===== config.mk =====
export PLATFORM = sky130hd
export DESIGN_NAME = boot_mode_selector
export DESIGN_NICKNAME = d
export VERILOG_FILES = /design/src/boot_mode_pkg.sv /design/src/boot_mode_selector.sv /design/src/strap_sync.sv
export SDC_FILE = /design/constraint.sdc
export NUM_CORES = 1
export LEC_CHECK = 0
export BUFFER_PORTS_ARGS = -buffer_cell sky130_fd_sc_hd__buf_2
export CORE_AREA = 2 2 61 63
export CTS_CLUSTER_DIAMETER = 150
export DETAILED_ROUTE_END_ITERATION = 7
export DIE_AREA = 0 0 63 65
export HOLD_SLACK_MARGIN = 0.05
export PLACE_DENSITY = 0.78
export SYNTH_ARGS = -nofsm -noshare
export SYNTH_HDL_FRONTEND = slang
export SYNTH_SLANG_ARGS = --single-unit

===== constraint.sdc =====
create_clock -name mclk_i -period 1.81 [get_ports mclk_i]
set_input_delay 0.0905 -clock mclk_i [delete_from_list [all_inputs] [get_ports mclk_i]]
set_output_delay 0.0905 -clock mclk_i [all_outputs]
set_load 0.005 [all_outputs]

===== src/boot_mode_pkg.sv =====
/*
 * Constants shared by the boot mode selector: boot actions, initial program
 * counter values, strap encodings and synchroniser depth.
 * Assumes a single system clock and that straps are static around reset.
 */
package boot_mode_pkg;

    // Start-up actions chosen from the straps
    typedef enum logic [3:0] {
        ACT_BOOT_ROM,
        ACT_EXT_SLAVE_DIRECT,
        ACT_EXT_MASTER_DIRECT,
        ACT_EXT_SLAVE_PERIPH,
        ACT_EXT_MASTER_PERIPH,
        ACT_RESERVED,
        ACT_HALT_BUS_SLAVE,
        ACT_HALT_BUS_MASTER,
        ACT_HALT_BUS_OFF,
        ACT_EMULATOR,
        ACT_TRISTATE
    } boot_action_t;

    localparam logic [31:0] PC_BOOT_ROM = 32'hbfff_fffc;
    localparam logic [31:0] PC_EXTERNAL = 32'ha000_0000;
    localparam logic [31:0] PC_EMULATOR = 32'hbe00_0000;
    localparam logic [31:0] PC_NONE = 32'h0000_0000;

    localparam logic [2:0] CFG_ROM_A = 3'h0;
    localparam logic [2:0] CFG_ROM_B = 3'h1;
    localparam logic [2:0] CFG_ROM_C = 3'h2;
    localparam logic [2:0] CFG_EXT_DIRECT = 3'h4;
    localparam logic [2:0] CFG_EXT_PERIPH = 3'h5;

    localparam int CFG_MASTER_BIT = 3;
    localparam int CFG_WIDTH = 4;
    localparam int SYNC_STAGES = 3;
    // Input bundle: debug enable, break, four configuration bits
    localparam int IN_WIDTH = CFG_WIDTH + 2;
    // Consecutive agreeing samples before the strap value is trusted
    localparam logic [1:0] SETTLE_COUNT = 2'h2;

endpackage


===== src/boot_mode_selector.sv =====
/*
 * Boot mode selector: decodes the debug inputs and configuration straps
 * into a start-up action and the initial program counter.
 * The straps and the two debug inputs pass a three-stage synchroniser. The
 * result is captured once, after the synchronised bundle has agreed for a
 * few edges, and is then frozen until the next reset. The frozen action
 * drives a set of status flags, all held low before capture.
 * Reserved strap combinations decode to a harmless action with no program
 * counter and the bus unit off, so a misstrapped board is visible on a flag
 * rather than booting from an undefined source.
 * Assumes board straps and the debugger hold their levels steady around
 * the release of reset; everything runs on mclk_i.
 * Tri-state and deep sleep are reported only; pad control lives elsewhere.
 */
`timescale 1ns/1ps
module boot_mode_selector (
    input wire logic mclk_i,
    input wire logic resetn_i,
    input wire logic debug_enable_pin_i,
    input wire logic break_input_pin_i,
    input wire logic [3:0] cfg_i,
    output boot_mode_pkg::boot_action_t boot_action_o,
    output logic [31:0] initial_pc_o,
    output logic pc_valid_o,
    output logic boot_ready_o,
    output logic boot_from_rom_o,
    output logic boot_external_o,
    output logic ext_via_periph_bus_o,
    output logic halt_o,
    output logic bus_enable_o,
    output logic bus_master_o,
    output logic emulator_start_o,
    output logic tristate_o,
    output logic deep_sleep_o,
    output logic cfg_reserved_o
);
    logic [boot_mode_pkg::IN_WIDTH-1:0] pins_sync;
    logic pins_stable;
    logic [1:0] settle;
    logic captured;
    boot_mode_pkg::boot_action_t next_action;
    logic [31:0] next_pc;

    // Pins come from the board, so they cross into mclk_i first
    strap_sync #(
        .WIDTH(boot_mode_pkg::IN_WIDTH)
    ) u_sync (
        .mclk_i(mclk_i),
        .resetn_i(resetn_i),
        .pins_i({debug_enable_pin_i, break_input_pin_i, cfg_i}),
        .sync_o(pins_sync),
        .stable_o(pins_stable)
    );

    // Field selection from the synchronised bundle
    wire dbg_en = pins_sync[boot_mode_pkg::CFG_WIDTH+1];
    wire brk = pins_sync[boot_mode_pkg::CFG_WIDTH];
    wire [2:0] cfg_low = pins_sync[boot_mode_pkg::CFG_MASTER_BIT-1:0];
    wire cfg_master = pins_sync[boot_mode_pkg::CFG_MASTER_BIT];
    wire cfg_ext_any = (cfg_low == boot_mode_pkg::CFG_EXT_DIRECT) ||
                       (cfg_low == boot_mode_pkg::CFG_EXT_PERIPH);

    // Initial program counter for an action
    function automatic logic [31:0] pc_for(input boot_mode_pkg::boot_action_t act);
        case (act)
            boot_mode_pkg::ACT_BOOT_ROM: pc_for = boot_mode_pkg::PC_BOOT_ROM;
            boot_mode_pkg::ACT_EXT_SLAVE_DIRECT,
            boot_mode_pkg::ACT_EXT_MASTER_DIRECT,
            boot_mode_pkg::ACT_EXT_SLAVE_PERIPH,
            boot_mode_pkg::ACT_EXT_MASTER_PERIPH: pc_for = boot_mode_pkg::PC_EXTERNAL;
            boot_mode_pkg::ACT_EMULATOR: pc_for = boot_mode_pkg::PC_EMULATOR;
            default: pc_for = boot_mode_pkg::PC_NONE;
        endcase
    endfunction

    // Decode table; reserved combinations give a defined harmless action
    always_comb begin
        next_action = boot_mode_pkg::ACT_RESERVED;
        case ({dbg_en, brk})
            2'h3: begin
                case (cfg_low)
                    boot_mode_pkg::CFG_ROM_A,
                    boot_mode_pkg::CFG_ROM_B,
                    boot_mode_pkg::CFG_ROM_C: next_action = boot_mode_pkg::ACT_BOOT_ROM;
                    boot_mode_pkg::CFG_EXT_DIRECT: begin
                        next_action = cfg_master ? boot_mode_pkg::ACT_EXT_MASTER_DIRECT
                                                 : boot_mode_pkg::ACT_EXT_SLAVE_DIRECT;
                    end
                    boot_mode_pkg::CFG_EXT_PERIPH: begin
                        next_action = cfg_master ? boot_mode_pkg::ACT_EXT_MASTER_PERIPH
                                                 : boot_mode_pkg::ACT_EXT_SLAVE_PERIPH;
                    end
                    default: next_action = boot_mode_pkg::ACT_RESERVED;
                endcase
            end
            2'h1: begin
                if (cfg_ext_any && !cfg_master) begin
                    next_action = boot_mode_pkg::ACT_HALT_BUS_SLAVE;
                end else if (cfg_ext_any) begin
                    next_action = boot_mode_pkg::ACT_HALT_BUS_MASTER;
                end else begin
                    next_action = boot_mode_pkg::ACT_HALT_BUS_OFF;
                end
            end
            2'h0: next_action = boot_mode_pkg::ACT_EMULATOR;
            2'h2: next_action = boot_mode_pkg::ACT_TRISTATE;
            default: next_action = boot_mode_pkg::ACT_RESERVED;
        endcase
    end

    assign next_pc = pc_for(next_action);

    // Capture once after the synchroniser has settled, then freeze.
    // Waiting for agreeing samples keeps a strap caught mid-edge out.
    always_ff @(posedge mclk_i or negedge resetn_i) begin
        if (!resetn_i) begin
            settle <= '0;
            captured <= 1'b0;
            boot_action_o <= boot_mode_pkg::ACT_RESERVED;
            initial_pc_o <= boot_mode_pkg::PC_NONE;
        end else if (!captured) begin
            if (!pins_stable) begin
                settle <= '0;
            end else if (settle != boot_mode_pkg::SETTLE_COUNT) begin
                settle <= settle + 2'h1;
            end else begin
                captured <= 1'b1;
                boot_action_o <= next_action;
                initial_pc_o <= next_pc;
            end
        end
    end

    // Actions that leave the external bus unit as bus master
    function automatic logic is_master(input boot_mode_pkg::boot_action_t act);
        case (act)
            boot_mode_pkg::ACT_EXT_MASTER_DIRECT,
            boot_mode_pkg::ACT_EXT_MASTER_PERIPH,
            boot_mode_pkg::ACT_HALT_BUS_MASTER: is_master = 1'b1;
            default: is_master = 1'b0;
        endcase
    endfunction

    // Actions that leave the external bus unit enabled as slave
    function automatic logic is_slave(input boot_mode_pkg::boot_action_t act);
        case (act)
            boot_mode_pkg::ACT_EXT_SLAVE_DIRECT,
            boot_mode_pkg::ACT_EXT_SLAVE_PERIPH,
            boot_mode_pkg::ACT_HALT_BUS_SLAVE: is_slave = 1'b1;
            default: is_slave = 1'b0;
        endcase
    endfunction

    // Actions that fetch first code from external memory
    function automatic logic is_external(input boot_mode_pkg::boot_action_t act);
        case (act)
            boot_mode_pkg::ACT_EXT_SLAVE_DIRECT,
            boot_mode_pkg::ACT_EXT_MASTER_DIRECT,
            boot_mode_pkg::ACT_EXT_SLAVE_PERIPH,
            boot_mode_pkg::ACT_EXT_MASTER_PERIPH: is_external = 1'b1;
            default: is_external = 1'b0;
        endcase
    endfunction

    // External boots routed over the on-chip peripheral bus
    function automatic logic is_periph(input boot_mode_pkg::boot_action_t act);
        case (act)
            boot_mode_pkg::ACT_EXT_SLAVE_PERIPH,
            boot_mode_pkg::ACT_EXT_MASTER_PERIPH: is_periph = 1'b1;
            default: is_periph = 1'b0;
        endcase
    endfunction

    // Every flavour of halt, whatever the bus unit state
    function automatic logic is_halt(input boot_mode_pkg::boot_action_t act);
        case (act)
            boot_mode_pkg::ACT_HALT_BUS_SLAVE,
            boot_mode_pkg::ACT_HALT_BUS_MASTER,
            boot_mode_pkg::ACT_HALT_BUS_OFF: is_halt = 1'b1;
            default: is_halt = 1'b0;
        endcase
    endfunction

    // Chip floated and asleep; only a new reset brings it back
    function automatic logic is_standby(input boot_mode_pkg::boot_action_t act);
        case (act)
            boot_mode_pkg::ACT_TRISTATE: is_standby = 1'b1;
            default: is_standby = 1'b0;
        endcase
    endfunction

    // Raw decodes of the frozen action
    wire act_ms = is_master(boot_action_o);
    wire act_sl = is_slave(boot_action_o);
    wire act_ext = is_external(boot_action_o);
    wire act_per = is_periph(boot_action_o);
    wire act_halt = is_halt(boot_action_o);
    wire act_tri = is_standby(boot_action_o);

    // Status flags, all low until the capture has happened
    assign boot_ready_o = captured;
    assign pc_valid_o = captured && (initial_pc_o != boot_mode_pkg::PC_NONE);
    assign boot_from_rom_o = captured && (boot_action_o == boot_mode_pkg::ACT_BOOT_ROM);
    assign boot_external_o = captured && act_ext;
    assign ext_via_periph_bus_o = captured && act_per;
    assign halt_o = captured && act_halt;
    assign bus_enable_o = captured && (act_ms || act_sl);
    assign bus_master_o = captured && act_ms;
    assign emulator_start_o = captured && (boot_action_o == boot_mode_pkg::ACT_EMULATOR);
    assign tristate_o = captured && act_tri;
    assign deep_sleep_o = captured && act_tri;
    assign cfg_reserved_o = captured && (boot_action_o == boot_mode_pkg::ACT_RESERVED);
endmodule


===== src/strap_sync.sv =====
/*
 * Three-stage synchroniser for a bundle of pin inputs.
 * Assumes the pins are asynchronous to mclk_i; the output changes only
 * once the second and third stages agree.
 */
`timescale 1ns/1ps
module strap_sync #(
    parameter int WIDTH = 6
) (
    input wire logic mclk_i,
    input wire logic resetn_i,
    input wire logic [WIDTH-1:0] pins_i,
    output logic [WIDTH-1:0] sync_o,
    output logic stable_o
);
    logic [WIDTH-1:0] stage1;
    logic [WIDTH-1:0] stage2;
    logic [WIDTH-1:0] stage3;
    wire agree = (stage2 == stage3);

    // Stage one feeds only stage two, to keep metastability contained
    always_ff @(posedge mclk_i or negedge resetn_i) begin
        if (!resetn_i) begin
            stage1 <= '0;
            stage2 <= '0;
            stage3 <= '0;
            sync_o <= '0;
        end else begin
            stage1 <= pins_i;
            stage2 <= stage1;
            stage3 <= stage2;
            if (agree) begin
                sync_o <= stage3;
            end
        end
    end

    assign stable_o = agree;
endmodule

Word-level counts from Yosys, hierarchy flattened
Index checks and enable logic that the tools add are counted.
{"block": "op_classes", "addsub": 1, "eq_ne": 25, "mux": 18, "bitwise": 2, "n_reduce_logical": 28}
{"op": "$pmux 32 s3", "n": 1}
{"op": "$reduce_bool 32->1", "n": 1}
{"op": "$eq 4x3->1 const B", "n": 5}
{"op": "$eq 4x2->1 const B", "n": 4}
{"op": "$eq 4x4->1 const B", "n": 4}
{"op": "$pmux 4 s4", "n": 1}
{"op": "$reduce_or 3->1", "n": 4}
{"op": "$logic_and 1x1->1", "n": 11}
{"op": "$mux 1", "n": 9}
{"op": "$pmux 3 s3", "n": 1}
{"op": "$eq 4x1->1 const B", "n": 2}
{"op": "$logic_not 4->1", "n": 2}
{"op": "$mux 4", "n": 2}
{"op": "$reduce_or 4->1", "n": 2}
{"op": "$eq 3x3->1 const B", "n": 2}
{"op": "$eq 6x6->1", "n": 1}
{"op": "$mux 2", "n": 3}
{"op": "$eq 2x2->1 const B", "n": 2}
{"op": "$eq 3x1->1 const B", "n": 1}
{"op": "$eq 3x2->1 const B", "n": 1}
{"op": "$logic_not 3->1", "n": 1}
{"op": "$mux 3", "n": 1}
{"op": "$reduce_and 3->1", "n": 1}
{"op": "$add 2x1->2 const B", "n": 1}
{"op": "other kinds (9)", "n": 11}
{"block": "word_totals", "regBits": 63, "in_bits": 8, "out_inout_bits": 48}

Depth between registers and ports, before layout
{"block": "depth", "word_depth": 8, "mapped_depth": 5}

Cells and area by module
A second synthesis with hierarchy kept.
{"block": "hier_totals", "hier_cells": 148, "hier_area_um2": 1639.1}
{"mod": "boot_mode_selector", "instances": 1, "cells_per_inst": 109, "area_each_um2": 892.1, "seq_area_each_um2": 252.7}
{"mod": "strap_sync", "instances": 1, "cells_per_inst": 39, "area_each_um2": 747.0, "seq_area_each_um2": 600.6}

Worst setup path after synthesis
Ideal clock, no wire load.
{"block": "synth_path", "path_kind": "flip-flop to flip-flop", "from": "register u_sync.stage3[4]", "to": "register boot_action_o[1]", "setup_time_ps": 125, "arrival_time_ps": 1535, "required_time_ps": 1685, "setup_slack_ps": 150, "path_stages_with_launch": 6, "n_path_buf": 1, "period_less_slack_ps": 1660, "path_cell_list": "dfrtp_1 > xor2_1 > nor4_2 > and4b_1 > buf_6 > mux2_4"}
{"block": "synth_via", "elab_chain_cells": 2}
{"item": "start: declaration", "line": "strap_sync.sv:18", "rtl": "logic [WIDTH-1:0] stage3;"}
{"item": "start signal: assignment", "line": "strap_sync.sv:31", "rtl": "stage3 <= stage2;"}
{"item": "$eq 6x6->1", "line": "strap_sync.sv:19", "rtl": "wire agree = (stage2 == stage3);"}
{"item": "$reduce_and 3->1 (no source line)"}
{"item": "end signal: assignment", "line": "boot_mode_selector.sv:119", "rtl": "boot_action_o <= boot_mode_pkg::ACT_RESERVED;"}
{"item": "end signal: assignment", "line": "boot_mode_selector.sv:128", "rtl": "boot_action_o <= next_action;"}
{"item": "end: declaration", "line": "boot_mode_selector.sv:22", "rtl": "output boot_mode_pkg::boot_action_t boot_action_o,"}
No other way between the ends.
A chain may end at the register's enable or synchronous reset.

Worst setup path in the final report
{"block": "layout_path", "from": "register u_sync.stage3[0]", "to": "register initial_pc_o[28]"}
{"block": "layout_via", "elab_chain_cells": 2}
{"item": "$eq 6x6->1", "line": "strap_sync.sv:19"}
{"item": "$reduce_and 3->1 (no source line)"}
{"item": "end signal: assignment", "line": "boot_mode_selector.sv:120", "rtl": "initial_pc_o <= boot_mode_pkg::PC_NONE;"}
{"item": "end signal: assignment", "line": "boot_mode_selector.sv:129", "rtl": "initial_pc_o <= next_pc;"}
{"item": "end: declaration", "line": "boot_mode_selector.sv:23", "rtl": "output logic [31:0] initial_pc_o,"}
No other way between the ends.

==> results.sh <==
export IMPL_fmax_ghz=0.584
export IMPL_worst_pin_slew_ns=0.697
export IMPL_cp_required_ns=2.04
export IMPL_cts_htree_levels=2
export IMPL_power_density_mw_per_mm2=935
export IMPL_crit_arrival_ns=1.94
export IMPL_nets=192
export IMPL_cts_buffer_depth=2
export IMPL_critPathLaunchType="register"
export IMPL_finalCriticalPeriod_ns=1.71
export IMPL_nFillCells=308
export IMPL_fp_dieH_microns=65
export IMPL_r2r_start="u_sync.stage3[0]"
export IMPL_rr_endpoint="initial_pc_o[28]"
export IMPL_crit_path_cell_trace="xor2_1 -> nor4_2 -> and4b_1 -> buf_6 -> mux2_4"
export IMPL_cts_root_buf="clkbuf_4"
export IMPL_synth_area_leaders="dfrtp_1, buf_4, xor2_1"
export IMPL_grt_pass1_vias=1002
export IMPL_endpoint_kind="register"
export IMPL_grt_remaining_overflow=0
export IMPL_core_sq_mm=0.00350
export IMPL_avgSynthCellArea_sq_um=11.3
export IMPL_rsz0062_at_grt="false"
export IMPL_cts_buffers=5
export IMPL_cts_sinks=34
export IMPL_setup_viol=0
export IMPL_placementRows=22
export IMPL_cts_tree="built"
export IMPL_ff2ff_path_depth=5
export IMPL_yosysMostFrequentCell="dfrtp_1"
export IMPL_period_share=0.946
export IMPL_synth_seq_area_share=0.509
export IMPL_synthFlopType="dfrtp_1"
export IMPL_synth_largest_area_cell="dfrtp_1"
export IMPL_postRouteAntennaNets=0
export IMPL_outcome="finished clean"
export IMPL_multiInputGateArea_sq_um=552
export IMPL_path_class="reg2reg"
export IMPL_dpl_worst_slack_ns=0.0901
export IMPL_r2r_slack_ns=0.1
export IMPL_p_switching_w=0.000445
export IMPL_synth_common_cells="dfrtp_1, buf_4, xor2_1"
export IMPL_synth_top_cell_area_share=0.478
export IMPL_cp_slowest_cell="dfrtp_1"
export IMPL_yosysWarnings=0
export IMPL_wl_per_cell_microns=11.2
export IMPL_drt_total_wl_mm=2.59
export IMPL_grt_max_degree=35
export IMPL_sw_frac_of_total=0.244
export IMPL_die_w_microns=63
export IMPL_hold_path_class="in2async"
export IMPL_vias=1098
export IMPL_ys_types=34
export IMPL_finalSetupTns_ns=0
export IMPL_hpwl_mm=1.87
export IMPL_finalHoldViolCount=0
export IMPL_slowest_delay_ns=0.40
export IMPL_grt_usage=0.143
export IMPL_post_cts_buffers=0
export IMPL_regArea_sq_um=855
export IMPL_drc_errors=0
export IMPL_routed_via_density=4.73
export IMPL_antenna_found_initial=0
export IMPL_drtIter0Drc=31
export IMPL_port_buffer_count=52
export IMPL_skew_ns=0.0138
export IMPL_power_leakage_nw=1.00
export IMPL_cp_max_fo=7
export IMPL_initial_core_util=0.479
export IMPL_syn_area_sq_mm=0.00168
export IMPL_clockPowerShare=0.381
export IMPL_drtPass1Iterations=4
export IMPL_clkTransAtPathRegs_ns=0.11
export IMPL_synth_edf_count=0
export IMPL_insertion_delay_ns=0.34
export IMPL_grt_pass1_wl_mm=4.40
export IMPL_async_flop_share=1.00
export IMPL_synthCells=148
export IMPL_dieArea_sq_mm=0.00410
export IMPL_p_int_w=0.00138
export IMPL_synth_seq_cells=34
export IMPL_setup_ws_ns=0.0973
export IMPL_sequentialPowerShare=0.506
export IMPL_num_io_pins=56
export IMPL_power_frac_comb=0.114
export IMPL_ir_worst_vdd_v=0.000804
export IMPL_max_slew_margin_rel=0.535
export IMPL_cap_violations=0
export IMPL_globalplace_congestion=0.735
export IMPL_drive_gt1_frac=0.440
export IMPL_finalMaxSlewViolations=0
export IMPL_n_antenna_cell=0
export IMPL_area_growth_pct=16.3
[worst max-delay path, delay by kind of cell, from the launching register on]
family | cells | cell delay [ns]
multiplexers | 1 | 0.30
XOR/XNOR | 1 | 0.18
buffers and inverters | 1 | 0.15
flip-flops | 1 | 0.40
AND/OR/NAND/NOR | 2 | 0.59
[power groups by stage]
stage / registers (W) / clock network (W) / logic, W
detailed placement: 0.000939 / 0 / 0.000198
CTS: 0.000924 / 0.000712 / 0.000210
global route: 0.000940 / 0.000744 / 0.000237
global placement: 0.000934 / 0 / 0.000195
floorplan: 0.000887 / 0 / 0.000193
finish: 0.000921 / 0.000693 / 0.000207
[layout by cell type (no fill, tap or decap), types with 2 or more instances in the layout]
cell type | synthesis | final
a21oi_1 | 6 | 6
a22o_1 | 2 | 2
and4b_1 | 2 | 2
buf_2 | 0 | 52
buf_4 | 31 | 2
bufinv_16 | 0 | 2
clkbuf_4 | 0 | 5
conb_1 | 1 | 3
dfrtp_1 | 32 | 31
dfstp_2 | 2 | 2
dlygate4sd3_1 | 0 | 7
inv_1 | 5 | 4
mux2_2 | 6 | 6
mux2_4 | 4 | 4
mux2i_1 | 3 | 3
nand2_1 | 4 | 4
nand2b_1 | 4 | 4
nand3_1 | 4 | 4
nor2_1 | 7 | 7
nor3_1 | 3 | 3
o21ai_0 | 5 | 5
xor2_1 | 8 | 8
[metrics by stage]
stage | power [W] | hold slack [ns] | instances | util | area, sq um
after floorplan | 0.00108 | -0.205 | 150 | - | 1680
after global placement | 0.00113 | 0.181 | 217 | 0.505 | 1770
after detailed placement | 0.00114 | 0.182 | 217 | 0.505 | 1770
after CTS | 0.00185 | 0.326 | 232 | 0.556 | 1940
after global routing | 0.00192 | 0.366 | 232 | 0.557 | 1950
final | 0.00182 | 0.319 | 232 | 0.557 | 1950
[logic make-up (layout without fill, tap and decap cells)]
family,after synthesis,in the layout,synth area share
AND/OR/NAND/NOR,31,31,0.105
adder cells (fa/ha/maj),1,1,0.00747
buffers and inverters,41,75,0.166
AO/OA/AOI/OAI,19,19,0.0739
other,1,3,0.00224
flip-flops,34,34,0.509
XOR/XNOR,8,8,0.0418
multiplexers,13,13,0.0941
[what timing repair did]
item                                    in CTS  in global routing
endpoints found under the setup margin       0                  5
hold buffers                                 7                  0
resized for setup                            0                  3
hold endpoints to repair                    38                  0
[layout make-up]
class,instances,share of cell area
Clock inverter,3,0.0353
Timing Repair Buffer,62,0.183
Multi-Input combinational cell,75,0.283
Sequential cell,34,0.439
Tap cell,48,0.0308
Clock buffer,5,0.0193
Inverter,5,0.00963
[flip-flops by register name, indices dropped and copies added (netlist names)]
register / flops
boot_ready_o: 1
u_sync.sync_o: 6
initial_pc_o: 3
settle: 2
u_sync.stage1: 6
u_sync.stage3: 6
u_sync.stage2: 6
boot_action_o: 4
[worst max path at each step]
stage / startpoint / to / slack, ns / cells past startpoint
finish: u_sync.stage3[0] / initial_pc_o[28] / 0.1 / 5
global route: u_sync.stage3[0] / initial_pc_o[29] / 0.01 / 5
detailed placement: u_sync.stage3[4] / initial_pc_o[28] / 0.09 / 5
CTS: boot_action_o[2] / halt_o / 0.06 / 4
floorplan: u_sync.stage3[4] / boot_action_o[1] / 0.15 / 5
global placement: u_sync.stage3[4] / initial_pc_o[28] / 0.14 / 5
[routing by layer]
metal,track usage,vias to the layer above,wire length (microns)
met5,0,-,0
met4,0.0667,0,19
met3,0.0556,2,286
met1,0.158,498,1080
met2,0.241,60,1210
li1,-,538,-
Note: power is estimated with default switching activity, not from simulation.
